`config.mk`:
```
export PLATFORM = sky130hd
export DESIGN_NAME = serial_port_control_status
export DESIGN_NICKNAME = d
export VERILOG_FILES = /design/src/design/serial_port_pkg.sv /design/src/design/rx_fifo_if.sv /design/src/design/rx_fifo.sv /design/src/design/serial_port_control_status.sv
export SDC_FILE = /design/constraint.sdc
export NUM_CORES = 1
export LEC_CHECK = 0
export ABC_CLOCK_PERIOD_IN_PS = 7500
export BUFFER_PORTS_ARGS = -buffer_cell sky130_fd_sc_hd__buf_2
export CELL_PAD_IN_SITES_DETAIL_PLACEMENT = 1
export CELL_PAD_IN_SITES_GLOBAL_PLACEMENT = 1
export CORE_ASPECT_RATIO = 0.6
export CORE_MARGIN = 5
export CORE_UTILIZATION = 42
export CTS_BUF_LIST = sky130_fd_sc_hd__clkbuf_4
export DETAILED_ROUTE_END_ITERATION = 8
export PLACE_DENSITY_LB_ADDON = 0.1
export SLEW_MARGIN = 5
export SYNTH_ARGS = -nofsm -noshare
export SYNTH_HDL_FRONTEND = slang
export SYNTH_HIERARCHICAL = 1
export SYNTH_SLANG_ARGS = --single-unit
```
`constraint.sdc`:
```
create_clock -name aclk -period 7.5 [get_ports aclk]
set_input_delay 1.5 -clock aclk [delete_from_list [all_inputs] [get_ports aclk]]
set_output_delay 1.5 -clock aclk [all_outputs]
set_load 0.02 [all_outputs]
```
`src/design/serial_port_pkg.sv`:
```
// Functional notes
// RULE1: port enable set hands receive and transmit pins to the serial port.
// RULE2: port enable clear holds all receive and transmit state in reset.
// RULE3: receive width bit selects nine-bit characters when set, eight when clear.
// RULE4: synchronous master single-receive takes one character, then hardware clears it.
// RULE5: single-receive does nothing in asynchronous or synchronous slave mode; the design still lets it block transmit in synchronous slave mode.
// RULE6: asynchronous mode: continuous-receive enables the receiver when set.
// RULE7: synchronous mode: continuous-receive runs until cleared, overriding single-receive.
// RULE8: async nine-bit address detect keeps only characters whose bit 8 is one.
// RULE9: address detect off keeps every character, ninth bit passed through unchanged.
// RULE10: address detect has no effect in eight-bit asynchronous reception.
// RULE11: read-only framing flag follows the head character, advancing on reads.
// RULE12: read-only overrun flag set on overflow, cleared by clearing continuous-receive.
// RULE13: ninth received bit shown unchecked in a status bit.
// RULE14: buffer holds two characters; a third complete one raises overrun.
// RULE15: while overrun is set nothing is received; buffered characters stay readable.
// RULE16: port disable clears framing flag; clearing continuous-receive leaves it alone.
// RULE17: shift-empty status reads one when idle, zero while sending, one after reset.
// RULE18: async send-break sends a break next transmission, cleared when it completes.
// RULE19: transmit control bits are read/write, reset zero; clock source only synchronous.
package serial_port_pkg;
  localparam int         ADDR_W        = 8;
  localparam int         DATA_W        = 32;
  localparam int         REG_W         = 8;
  localparam int         CHAR_W        = 9;
  localparam int         ENTRY_W       = 10;
  localparam int         FIFO_DEPTH    = 2;
  localparam int         PTR_W         = 1;
  localparam int         CNT_W         = 2;
  localparam int         IRQ_W         = 3;
  localparam logic [7:0] ADDR_TX_CTRL  = 8'h00;
  localparam logic [7:0] ADDR_RX_CTRL  = 8'h04;
  localparam logic [7:0] ADDR_RX_DATA  = 8'h08;
  localparam logic [7:0] ADDR_TX_DATA  = 8'h0C;
  localparam logic [7:0] ADDR_IRQ_STAT = 8'h10;
  localparam logic [7:0] ADDR_IRQ_MASK = 8'h14;
  localparam int         TX_CLK_SRC    = 7;
  localparam int         TX_NINE       = 6;
  localparam int         TX_EN         = 5;
  localparam int         TX_SYNC       = 4;
  localparam int         TX_BREAK      = 3;
  localparam int         TX_BAUD_HI    = 2;
  localparam int         TX_EMPTY      = 1;
  localparam int         TX_NINTH      = 0;
  localparam int         RX_PORT_EN    = 7;
  localparam int         RX_NINE       = 6;
  localparam int         RX_SINGLE     = 5;
  localparam int         RX_CONT       = 4;
  localparam int         RX_ADDR_DET   = 3;
  localparam int         RX_FRAME_ERR  = 2;
  localparam int         RX_OVERRUN    = 1;
  localparam int         RX_NINTH      = 0;
  localparam int         ENT_FRAME     = 9;
  localparam int         ENT_NINTH     = 8;
  localparam int         IRQ_RX        = 0;
  localparam int         IRQ_OVR       = 1;
  localparam int         IRQ_TX        = 2;
  localparam logic [1:0] RESP_OKAY     = 2'h0;
  localparam logic [1:0] RESP_DECERR   = 2'h3;
endpackage

```
`src/design/rx_fifo_if.sv`:
```
`timescale 1ns/1ps
interface rx_fifo_if;
  logic                                push;
  logic                                pop;
  logic                                flush;
  logic [serial_port_pkg::ENTRY_W-1:0] push_data;
  logic [serial_port_pkg::ENTRY_W-1:0] head;
  logic                                full;
  logic                                empty;
  modport owner (output push, pop, flush, push_data, input head, full, empty);
  modport store (input push, pop, flush, push_data, output head, full, empty);
endinterface

```
`src/design/rx_fifo.sv`:
```
`timescale 1ns/1ps
module rx_fifo (
  // clock and reset
  input wire logic    aclk,
  input wire logic    aresetn,
  // buffer port
  rx_fifo_if.store    fifo
);
  logic [serial_port_pkg::ENTRY_W-1:0] mem [serial_port_pkg::FIFO_DEPTH];
  logic [serial_port_pkg::PTR_W-1:0]   rd_ptr;
  logic [serial_port_pkg::PTR_W-1:0]   wr_ptr;
  logic [serial_port_pkg::CNT_W-1:0]   count;
  logic [serial_port_pkg::CNT_W-1:0]   next_count;
  wire                                 push_ok;
  wire                                 pop_ok;

  assign push_ok    = fifo.push && !fifo.full;
  assign pop_ok     = fifo.pop && !fifo.empty;
  assign next_count = count + serial_port_pkg::CNT_W'(push_ok)
                      - serial_port_pkg::CNT_W'(pop_ok);
  assign fifo.full  = (count == serial_port_pkg::CNT_W'(serial_port_pkg::FIFO_DEPTH));
  assign fifo.empty = (count == '0);
  assign fifo.head  = mem[rd_ptr];

  always_ff @(posedge aclk) begin
    if (!aresetn || fifo.flush) begin
      rd_ptr <= '0;
      wr_ptr <= '0;
      count  <= '0;
    end else begin
      if (push_ok) begin
        wr_ptr <= wr_ptr + 1'b1;
      end
      if (pop_ok) begin
        rd_ptr <= rd_ptr + 1'b1;
      end
      count <= next_count;
    end
  end

  always_ff @(posedge aclk) begin
    if (push_ok) begin
      mem[wr_ptr] <= fifo.push_data;
    end
  end
endmodule

```
`src/design/serial_port_control_status.sv`:
```
`timescale 1ns/1ps
module serial_port_control_status (
  // clock and reset
  input  wire logic        aclk,
  input  wire logic        aresetn,
  // axi4-lite write address
  input  wire logic [7:0]  awaddr,
  input  wire logic        awvalid,
  output wire logic        awready,
  // axi4-lite write data
  input  wire logic [31:0] wdata,
  input  wire logic [3:0]  wstrb,
  input  wire logic        wvalid,
  output wire logic        wready,
  // axi4-lite write response
  output logic      [1:0]  bresp,
  output logic             bvalid,
  input  wire logic        bready,
  // axi4-lite read address
  input  wire logic [7:0]  araddr,
  input  wire logic        arvalid,
  output wire logic        arready,
  // axi4-lite read data
  output logic      [31:0] rdata,
  output logic      [1:0]  rresp,
  output logic             rvalid,
  input  wire logic        rready,
  // receive shift datapath
  input  wire logic        rx_char_valid,
  input  wire logic [8:0]  rx_char_data,
  input  wire logic        rx_char_frame_error,
  // transmit shift datapath
  output logic             tx_load,
  output logic      [8:0]  tx_char,
  output logic             tx_break,
  input  wire logic        tx_done,
  // configuration to datapath and pins
  output wire logic        rx_pin_owned,
  output wire logic        tx_pin_owned,
  output wire logic        receiver_enable,
  output wire logic        rx_nine_bit,
  output wire logic        tx_nine_bit,
  output wire logic        sync_mode,
  output wire logic        clock_master,
  output wire logic        high_speed_baud,
  // interrupt
  output wire logic        irq
);
  rx_fifo_if fifo ();

  rx_fifo u_fifo (
    .aclk    (aclk),
    .aresetn (aresetn),
    .fifo    (fifo.store)
  );

  localparam int IRQ_W   = serial_port_pkg::IRQ_W;
  localparam int IRQ_TOP = serial_port_pkg::IRQ_W - 1;

  // transmit control bits
  logic                   clock_source_select;
  logic                   transmit_nine_bit_select;
  logic                   transmit_enable_bit;
  logic                   sync_select;
  logic                   send_break_bit;
  logic                   high_speed_baud_select;
  logic                   transmit_ninth_bit;
  logic                   tx_busy;
  // receive control bits
  logic                   port_enable_bit;
  logic                   receive_width_select;
  logic                   single_receive_bit;
  logic                   continuous_receive_bit;
  logic                   address_detect_enable;
  logic                   overrun_error_flag;
  // interrupt registers
  logic [IRQ_TOP:0]       irq_status;
  logic [IRQ_TOP:0]       irq_mask;
  // write channel holding
  logic                   aw_held;
  logic                   w_held;
  logic [7:0]             wr_addr;
  logic [7:0]             wr_byte;
  logic                   wr_lane;

  // bus decode
  wire        wr_fire;
  wire        wr_hit;
  wire        wr_tx_ctrl;
  wire        wr_rx_ctrl;
  wire        wr_tx_data;
  wire        wr_irq_stat;
  wire        wr_irq_mask;
  wire        rd_fire;
  wire        rd_hit;
  wire        rd_pop;
  wire [7:0]  transmit_control_status;
  wire [7:0]  receive_control_status;
  wire [7:0]  rd_byte;
  // receive path
  wire        port_rst;
  wire        master_sync;
  wire        rx_on;
  wire        char_in;
  wire        addr_drop;
  wire        char_keep;
  wire        push_ok;
  wire        overrun_evt;
  wire        single_done;
  wire        cont_clear;
  wire        framing_error_flag;
  wire        received_ninth_bit;
  // transmit path
  wire        tx_allowed;
  wire        tx_start;
  wire        tx_finish;
  wire [IRQ_TOP:0] irq_events;
  wire [IRQ_TOP:0] irq_clear;

  assign awready = !aw_held && !bvalid;
  assign wready  = !w_held && !bvalid;
  assign arready = !rvalid;
  assign wr_fire = aw_held && w_held && !bvalid;
  assign wr_hit  = (wr_addr == serial_port_pkg::ADDR_TX_CTRL)
                || (wr_addr == serial_port_pkg::ADDR_RX_CTRL)
                || (wr_addr == serial_port_pkg::ADDR_RX_DATA)
                || (wr_addr == serial_port_pkg::ADDR_TX_DATA)
                || (wr_addr == serial_port_pkg::ADDR_IRQ_STAT)
                || (wr_addr == serial_port_pkg::ADDR_IRQ_MASK);
  assign wr_tx_ctrl  = wr_fire && wr_lane && (wr_addr == serial_port_pkg::ADDR_TX_CTRL);
  assign wr_rx_ctrl  = wr_fire && wr_lane && (wr_addr == serial_port_pkg::ADDR_RX_CTRL);
  assign wr_tx_data  = wr_fire && wr_lane && (wr_addr == serial_port_pkg::ADDR_TX_DATA);
  assign wr_irq_stat = wr_fire && wr_lane && (wr_addr == serial_port_pkg::ADDR_IRQ_STAT);
  assign wr_irq_mask = wr_fire && wr_lane && (wr_addr == serial_port_pkg::ADDR_IRQ_MASK);
  assign rd_fire = arvalid && arready;
  assign rd_hit  = (araddr == serial_port_pkg::ADDR_TX_CTRL)
                || (araddr == serial_port_pkg::ADDR_RX_CTRL)
                || (araddr == serial_port_pkg::ADDR_RX_DATA)
                || (araddr == serial_port_pkg::ADDR_TX_DATA)
                || (araddr == serial_port_pkg::ADDR_IRQ_STAT)
                || (araddr == serial_port_pkg::ADDR_IRQ_MASK);
  // reading the data register advances the buffer
  assign rd_pop  = rd_fire && (araddr == serial_port_pkg::ADDR_RX_DATA);

  // RULE17: shift empty status
  assign transmit_control_status = {clock_source_select, transmit_nine_bit_select,
                                    transmit_enable_bit, sync_select, send_break_bit,
                                    high_speed_baud_select, !tx_busy, transmit_ninth_bit};
  assign receive_control_status  = {port_enable_bit, receive_width_select,
                                    single_receive_bit, continuous_receive_bit,
                                    address_detect_enable, framing_error_flag,
                                    overrun_error_flag, received_ninth_bit};
  assign rd_byte = (araddr == serial_port_pkg::ADDR_TX_CTRL)  ? transmit_control_status :
                   (araddr == serial_port_pkg::ADDR_RX_CTRL)  ? receive_control_status :
                   (araddr == serial_port_pkg::ADDR_RX_DATA)  ? fifo.head[7:0] :
                   (araddr == serial_port_pkg::ADDR_IRQ_STAT) ? 8'(irq_status) :
                   (araddr == serial_port_pkg::ADDR_IRQ_MASK) ? 8'(irq_mask) : 8'h00;

  // RULE2: disabled port held in reset
  assign port_rst    = !aresetn || !port_enable_bit;
  // RULE1: pins taken by the port
  assign rx_pin_owned = port_enable_bit;
  assign tx_pin_owned = port_enable_bit;
  assign master_sync  = sync_select && clock_source_select;
  // RULE5: single receive only as synchronous master
  // RULE6: continuous receive gates the receiver
  assign rx_on = port_enable_bit
              && (continuous_receive_bit || (master_sync && single_receive_bit));
  assign receiver_enable = rx_on;
  // RULE15: no reception during overrun
  assign char_in = rx_char_valid && rx_on && !overrun_error_flag;
  // RULE8: address filter in async nine-bit mode
  // RULE10: filter idle for eight-bit characters
  assign addr_drop = !sync_select && receive_width_select && address_detect_enable
                  && !rx_char_data[serial_port_pkg::ENT_NINTH];
  // RULE9: every character kept without filter
  assign char_keep   = char_in && !addr_drop;
  assign push_ok     = char_keep && !fifo.full;
  // RULE14: third character overruns
  assign overrun_evt = char_keep && fifo.full;
  // RULE7: continuous receive overrides single
  assign single_done = char_in && master_sync && !continuous_receive_bit;
  assign cont_clear  = wr_rx_ctrl && !wr_byte[serial_port_pkg::RX_CONT];

  assign fifo.push = push_ok;
  assign fifo.pop  = rd_pop;
  // RULE16: port disable empties buffer and framing flag
  assign fifo.flush = !port_enable_bit;
  // RULE3: ninth bit stored only for nine-bit width
  assign fifo.push_data = {rx_char_frame_error,
                           receive_width_select && rx_char_data[serial_port_pkg::ENT_NINTH],
                           rx_char_data[7:0]};
  // RULE11: framing flag of the head character
  assign framing_error_flag = !fifo.empty && fifo.head[serial_port_pkg::ENT_FRAME];
  // RULE13: ninth bit shown unchecked
  assign received_ninth_bit = !fifo.empty && fifo.head[serial_port_pkg::ENT_NINTH];

  assign rx_nine_bit     = receive_width_select;
  assign tx_nine_bit     = transmit_nine_bit_select;
  assign sync_mode       = sync_select;
  // RULE19: clock source only in synchronous mode
  assign clock_master    = master_sync;
  assign high_speed_baud = high_speed_baud_select;

  // receive enables override transmit in synchronous mode
  assign tx_allowed = port_enable_bit && transmit_enable_bit
                   && !(sync_select && (single_receive_bit || continuous_receive_bit));
  assign tx_start   = wr_tx_data && tx_allowed && !tx_busy;
  assign tx_finish  = tx_done && tx_busy;

  assign irq_events = IRQ_W'({tx_finish, overrun_evt, push_ok});
  assign irq_clear  = wr_irq_stat ? wr_byte[IRQ_TOP:0] : '0;
  assign irq        = |(irq_status & irq_mask);

  // write channel capture
  always_ff @(posedge aclk) begin
    if (!aresetn) begin
      aw_held <= 1'b0;
      w_held  <= 1'b0;
      wr_addr <= 8'h00;
      wr_byte <= 8'h00;
      wr_lane <= 1'b0;
      bvalid  <= 1'b0;
      bresp   <= serial_port_pkg::RESP_OKAY;
    end else begin
      if (awvalid && awready) begin
        aw_held <= 1'b1;
        wr_addr <= awaddr;
      end
      if (wvalid && wready) begin
        w_held  <= 1'b1;
        wr_byte <= wdata[7:0];
        wr_lane <= wstrb[0];
      end
      if (wr_fire) begin
        aw_held <= 1'b0;
        w_held  <= 1'b0;
        bvalid  <= 1'b1;
        bresp   <= wr_hit ? serial_port_pkg::RESP_OKAY : serial_port_pkg::RESP_DECERR;
      end else if (bvalid && bready) begin
        bvalid <= 1'b0;
      end
    end
  end

  // read channel
  always_ff @(posedge aclk) begin
    if (!aresetn) begin
      rvalid <= 1'b0;
      rdata  <= 32'h0000_0000;
      rresp  <= serial_port_pkg::RESP_OKAY;
    end else if (rd_fire) begin
      rvalid <= 1'b1;
      rdata  <= {24'h00_0000, rd_byte};
      rresp  <= rd_hit ? serial_port_pkg::RESP_OKAY : serial_port_pkg::RESP_DECERR;
    end else if (rvalid && rready) begin
      rvalid <= 1'b0;
    end
  end

  // RULE19: transmit control bits
  always_ff @(posedge aclk) begin
    if (!aresetn) begin
      clock_source_select      <= 1'b0;
      transmit_nine_bit_select <= 1'b0;
      transmit_enable_bit      <= 1'b0;
      sync_select              <= 1'b0;
      high_speed_baud_select   <= 1'b0;
      transmit_ninth_bit       <= 1'b0;
    end else if (wr_tx_ctrl) begin
      clock_source_select      <= wr_byte[serial_port_pkg::TX_CLK_SRC];
      transmit_nine_bit_select <= wr_byte[serial_port_pkg::TX_NINE];
      transmit_enable_bit      <= wr_byte[serial_port_pkg::TX_EN];
      sync_select              <= wr_byte[serial_port_pkg::TX_SYNC];
      high_speed_baud_select   <= wr_byte[serial_port_pkg::TX_BAUD_HI];
      transmit_ninth_bit       <= wr_byte[serial_port_pkg::TX_NINTH];
    end
  end

  // RULE18: break bit cleared when break completes
  always_ff @(posedge aclk) begin
    if (!aresetn) begin
      send_break_bit <= 1'b0;
    end else if (wr_tx_ctrl) begin
      send_break_bit <= wr_byte[serial_port_pkg::TX_BREAK];
    end else if (tx_finish && tx_break) begin
      send_break_bit <= 1'b0;
    end
  end

  // transmit handoff to shift register
  always_ff @(posedge aclk) begin
    if (port_rst) begin
      tx_busy  <= 1'b0;
      tx_load  <= 1'b0;
      tx_break <= 1'b0;
      tx_char  <= 9'h000;
    end else begin
      tx_load <= tx_start;
      if (tx_start) begin
        tx_busy  <= 1'b1;
        tx_break <= send_break_bit && !sync_select;
        tx_char  <= {transmit_nine_bit_select && transmit_ninth_bit, wr_byte};
      end else if (tx_finish) begin
        tx_busy  <= 1'b0;
        tx_break <= 1'b0;
      end
    end
  end

  // receive control bits
  always_ff @(posedge aclk) begin
    if (!aresetn) begin
      port_enable_bit        <= 1'b0;
      receive_width_select   <= 1'b0;
      continuous_receive_bit <= 1'b0;
      address_detect_enable  <= 1'b0;
    end else if (wr_rx_ctrl) begin
      port_enable_bit        <= wr_byte[serial_port_pkg::RX_PORT_EN];
      receive_width_select   <= wr_byte[serial_port_pkg::RX_NINE];
      continuous_receive_bit <= wr_byte[serial_port_pkg::RX_CONT];
      address_detect_enable  <= wr_byte[serial_port_pkg::RX_ADDR_DET];
    end
  end

  // RULE4: single receive ends after one character
  always_ff @(posedge aclk) begin
    if (!aresetn) begin
      single_receive_bit <= 1'b0;
    end else if (wr_rx_ctrl) begin
      single_receive_bit <= wr_byte[serial_port_pkg::RX_SINGLE];
    end else if (single_done) begin
      single_receive_bit <= 1'b0;
    end
  end

  // RULE12: overrun set wins over clear
  always_ff @(posedge aclk) begin
    if (port_rst) begin
      overrun_error_flag <= 1'b0;
    end else if (overrun_evt) begin
      overrun_error_flag <= 1'b1;
    end else if (cont_clear) begin
      overrun_error_flag <= 1'b0;
    end
  end

  // sticky events, write one to clear
  always_ff @(posedge aclk) begin
    if (!aresetn) begin
      irq_status <= '0;
      irq_mask   <= '0;
    end else begin
      irq_status <= (irq_status & ~irq_clear) | irq_events;
      if (wr_irq_mask) begin
        irq_mask <= wr_byte[IRQ_TOP:0];
      end
    end
  end

  property p_pins;
    @(posedge aclk) disable iff (!aresetn)
    wr_rx_ctrl |=> (rx_pin_owned == $past(wr_byte[serial_port_pkg::RX_PORT_EN]));
  endproperty
  a_pins: assert property (p_pins) else $error("pins not taken by port enable"); // RULE1

  property p_port_reset;
    @(posedge aclk) disable iff (!aresetn)
    !port_enable_bit |=> fifo.empty && !overrun_error_flag && !tx_busy;
  endproperty
  a_port_reset: assert property (p_port_reset) else $error("disabled port not reset"); // RULE2

  property p_single;
    @(posedge aclk) disable iff (!aresetn)
    single_done && !wr_rx_ctrl |=> !single_receive_bit;
  endproperty
  a_single: assert property (p_single) else $error("single receive not cleared"); // RULE4

  property p_addr;
    @(posedge aclk) disable iff (!aresetn)
    rx_char_valid && !sync_select && receive_width_select && address_detect_enable
      && !rx_char_data[serial_port_pkg::ENT_NINTH] |-> !fifo.push;
  endproperty
  a_addr: assert property (p_addr) else $error("non-address character accepted"); // RULE8

  property p_overrun_clear;
    @(posedge aclk) disable iff (!aresetn)
    overrun_error_flag && cont_clear && !overrun_evt |=> !overrun_error_flag;
  endproperty
  a_overrun_clear: assert property (p_overrun_clear) else $error("overrun stuck"); // RULE12

  property p_third;
    @(posedge aclk) disable iff (!aresetn)
    port_enable_bit && fifo.full && char_keep |=> overrun_error_flag ##1 overrun_error_flag || $past(cont_clear);
  endproperty
  a_third: assert property (p_third) else $error("third character lost silently"); // RULE14

  property p_hold_off;
    @(posedge aclk) disable iff (!aresetn)
    overrun_error_flag |-> !fifo.push;
  endproperty
  a_hold_off: assert property (p_hold_off) else $error("receive during overrun"); // RULE15

  property p_busy;
    @(posedge aclk) disable iff (!aresetn)
    tx_start |=> tx_load && !transmit_control_status[serial_port_pkg::TX_EMPTY];
  endproperty
  a_busy: assert property (p_busy) else $error("shift empty after load"); // RULE17

  property p_break;
    @(posedge aclk) disable iff (!aresetn)
    tx_finish && tx_break && !wr_tx_ctrl |=> !send_break_bit;
  endproperty
  a_break: assert property (p_break) else $error("break bit not cleared"); // RULE18
endmodule

```
==> flow_summary.ini <==
[run_status]
run_status = complete, no violations

[floorplanning]
die_x_um = 136
floorplan.initialDensity_pct = 43.3
die_area_um2 = 11600
chipHeight_um = 85.5
num_io_pins = 132
row_count = 27
core_area_um2 = 9220

[critical_path]
cp_slowest_stage_delay_ns = 0.57
start_kind = input port
data_arrival_at_the_endpoint_of_the_critical_path_ns = 3.82
worst_path_max_delay_cell = or4_1
crit_path_end_kind = flop
path_class = input port to flop
crit_path_cell_trace = buf_2, or4_1, nor4_2, buf_4, and3b_1, o21a_2, ha_1, inv_1, ha_1, xor2_1, nor2_1, nor3_1
critical_path.max_fanout = 8
required_ns = 7.87
critical-path-top-cell-by-count = ha_1

[timing]
slew_viol_final = 0
transition_at_the_pin_with_the_smallest_max_transition_slack_ns = 0.827
rsz0062_at_grt = no
final.setup.tns_ns = 0
max_freq_ghz = 0.290
final.setup_skew_ns = 0.0155
final.setup.worst_slack_ns = 4.05
relSlewSlack_pct = 44.8
hold_viol = 0
final-setup-viol-count = 0
min_period_over_period_pct = 46.0
finalCriticalPeriod_ns = 3.45

[cts]
cts_tree = built
clock_insertion_delay_worst_skew_ns = 0.45
cts_buffers = 9
cts_max_path_buffers = 2
clock_sink_count = 87
cts_setup_buffers = 0
h-tree-depth = 3
cts_clk_pin_slew_worst_paths_ns = 0.14
post_cts_resized = 0
ctsHoldBuffers = 0
clockRootBuffer = clkbuf_4

[yosys]
synth_edf_count = 20
number_of_warnings_printed_during_yosys_synthesis = 6
ys_seq_area_share_pct = 48.7
postSynthCellCount = 414
fraction_of_post_synthesis_cell_area_in_the_top_cell_type_by_area_pct = 33.6
syn-mean-instance-area_um2 = 9.64
synth_cell_type_count = 54
synth_top_cells_by_area = dfxtp_1 34%, edfxtp_1 15%, buf_4 5.1%, a21boi_0 4.5%, nand2_1 4.1%
synthesis.area_um2 = 3990
share_of_flip_flops_with_an_asynchronous_set_or_reset_after_synthesis_pct = 0
synthDominantAreaCellType = dfxtp_1
synth-seq-cells = 87
synth_flop_cell = dfxtp_1

[cells_and_area]
final_design_area_no_fill_um2 = 4560
layout-area-overhead-vs-synth_pct = 14.2
layoutNonFillerInstCount = 619
drive_gt1_share_pct = 22.9
diodes = 0
fillers = 1106
layout.nets = 557
finalCoreUtilization_pct = 49.4

[detailed_routing]
drc_markers = 0
antenna_violating_nets_left = 0
ratio_of_routed_vias_to_standard_cells = 5.29
routedWlPerCell_um = 17.8
total_vias_in_the_final_route = 3274
route.final.wire_length_mm = 11.0
first_iter_violations = 245
dr.pass1.iters = 5

[grt]
grt_overflow = 0
globalRouteTotalUtil_pct = 18.8
grt_pass1_vias = 3144
antenna_found_initial = 1
wire_length_of_the_first_global_routing_pass_mm = 16.9
grt_start_max_net_pins = 53

[place]
place.detailed.instances = 603
dp.final_hpwl_mm = 8.28
port_buffers = 80
cell_area_reported_after_detailed_placement_um2 = 4380
gp_congestion = 0.791
pre_cts_slack_ns = 3.60

[power_and_ir_drop]
p_leak_nw = 1.77
power_per_cell_area_nw_per_um2 = 202
worst_ir_drop_vdd_uv = 86.2

[hold_path]
timing.hold.worst.class = flop to flop

[flow_run]
timing.max_cap.violations = 0
state kept, by name, indices dropped and copies added (netlist names), 2 cells and up, named ones only:
name,flops
u_fifo/mem,20
tx_char,9
irq_mask,3
wr_addr,8
irq_status,3
wr_byte,8
u_fifo/count,2
rdata,8
through the flow:
step / hold slack (ns) / power, mW
floorplan: 0.456 / 0.574
global placement: 0.459 / 0.594
detailed placement: 0.468 / 0.597
CTS: 0.486 / 0.931
global route: 0.512 / 0.960
finish: 0.485 / 0.922
cells in the mapped netlist, types with 2 or more instances:
cell	instances
nor3_1	3
a21oi_1	18
clkbuf_1	16
a211oi_1	3
nor4_2	2
o21a_1	2
nand2_1	44
mux2_1	3
and3b_1	5
nand3b_1	4
a22oi_1	5
ha_1	2
a22o_1	2
o21ai_0	24
o2bb2ai_1	4
o211ai_1	3
buf_2	2
nor2b_1	19
mux2i_1	15
and2_1	5
a21boi_0	24
nand4_1	4
nor2_1	19
dfxtp_1	67
buf_4	27
a32o_1	2
nand3_1	18
inv_1	9
mux2_2	7
or4_1	2
nand2b_1	9
a31oi_1	4
edfxtp_1	20
worst max-delay path, delay by kind of cell:
family,cells,cell delay [ns]
XOR/XNOR,1,0.17
AO/OA/AOI/OAI,1,0.16
adder cells (fa/ha/maj),2,0.36
buffers and inverters,3,0.35
AND/OR/NAND/NOR,5,1.27
path summary, 6_finish.rpt:
kind	start	end	slack, ns	cells past startpoint
worst min register to register	tx_char[2]	tx_char[2]	0.48	2
worst min-delay path	tx_char[2]	tx_char[2]	0.48	2
worst max register to register	wr_addr[7]	tx_break	5.01	4
worst max-delay path	araddr[1]	u_fifo/count[1]	4.05	12
where the power goes:
group / switching (mW) / internal, mW / total [mW]
sequential: 0.0136 / 0.489 / 0.502
clock: 0.162 / 0.172 / 0.334
combinational: 0.0565 / 0.0285 / 0.0849
total: 0.232 / 0.689 / 0.922
layout make-up:
class | count | area [um2] | share of cell area, %
inverter | 10 | 37.5 | 0.823
timing repair buffer | 81 | 408 | 8.95
multi-input combinational | 295 | 1830 | 40.0
tap | 130 | 163 | 3.57
clock inverter | 6 | 109 | 2.39
clock buffer | 10 | 75.1 | 1.65
sequential | 87 | 1940 | 42.6
cells by family after synthesis:
group / synth area share (%)
xor gates and xnor gates: 0.439
buffers and inverters: 7.77
and+or+nand+nor: 19.8
adders and majority gates: 0.627
AOI/OAI and AO/OA: 16.0
muxes: 6.58
other: 0.0940
DFF: 48.7
placed cells by master (no fill, tap or decap), types with 2 or more instances in the layout:
cell        n
a22o_1      2
nand3b_1    4
nor2_1     19
nand2b_1    9
a32o_1      2
ha_1        2
a22oi_1     5
o211ai_1    3
and3b_1     5
nor3_1      3
dfxtp_1    67
nand2_1    44
nand4_1     4
o2bb2ai_1   4
a21boi_0   24
or4_1       2
mux2_2      7
conb_1     24
bufinv_16   3
a211oi_1    3
o21a_1      2
clkinv_2    2
clkbuf_4   10
nand3_1    18
a31oi_1     4
mux2i_1    15
nor4_2      2
inv_1       9
buf_2      80
mux2_1      3
and2_1      5
nor2b_1    19
edfxtp_1   20
o21ai_0    24
a21oi_1    18
layer usage:
layer | vias to the layer above | global-route usage (%) | share of wire [%]
li1 | 1556 | - | -
met1 | 1599 | 27.9 | 50
met2 | 99 | 26.2 | 42
met3 | 18 | 5.80 | 6.9
met4 | 2 | 5.31 | 1.4
met5 | - | 0 | 0.12
No activity file was read; power rests on OpenSTA's default activity.
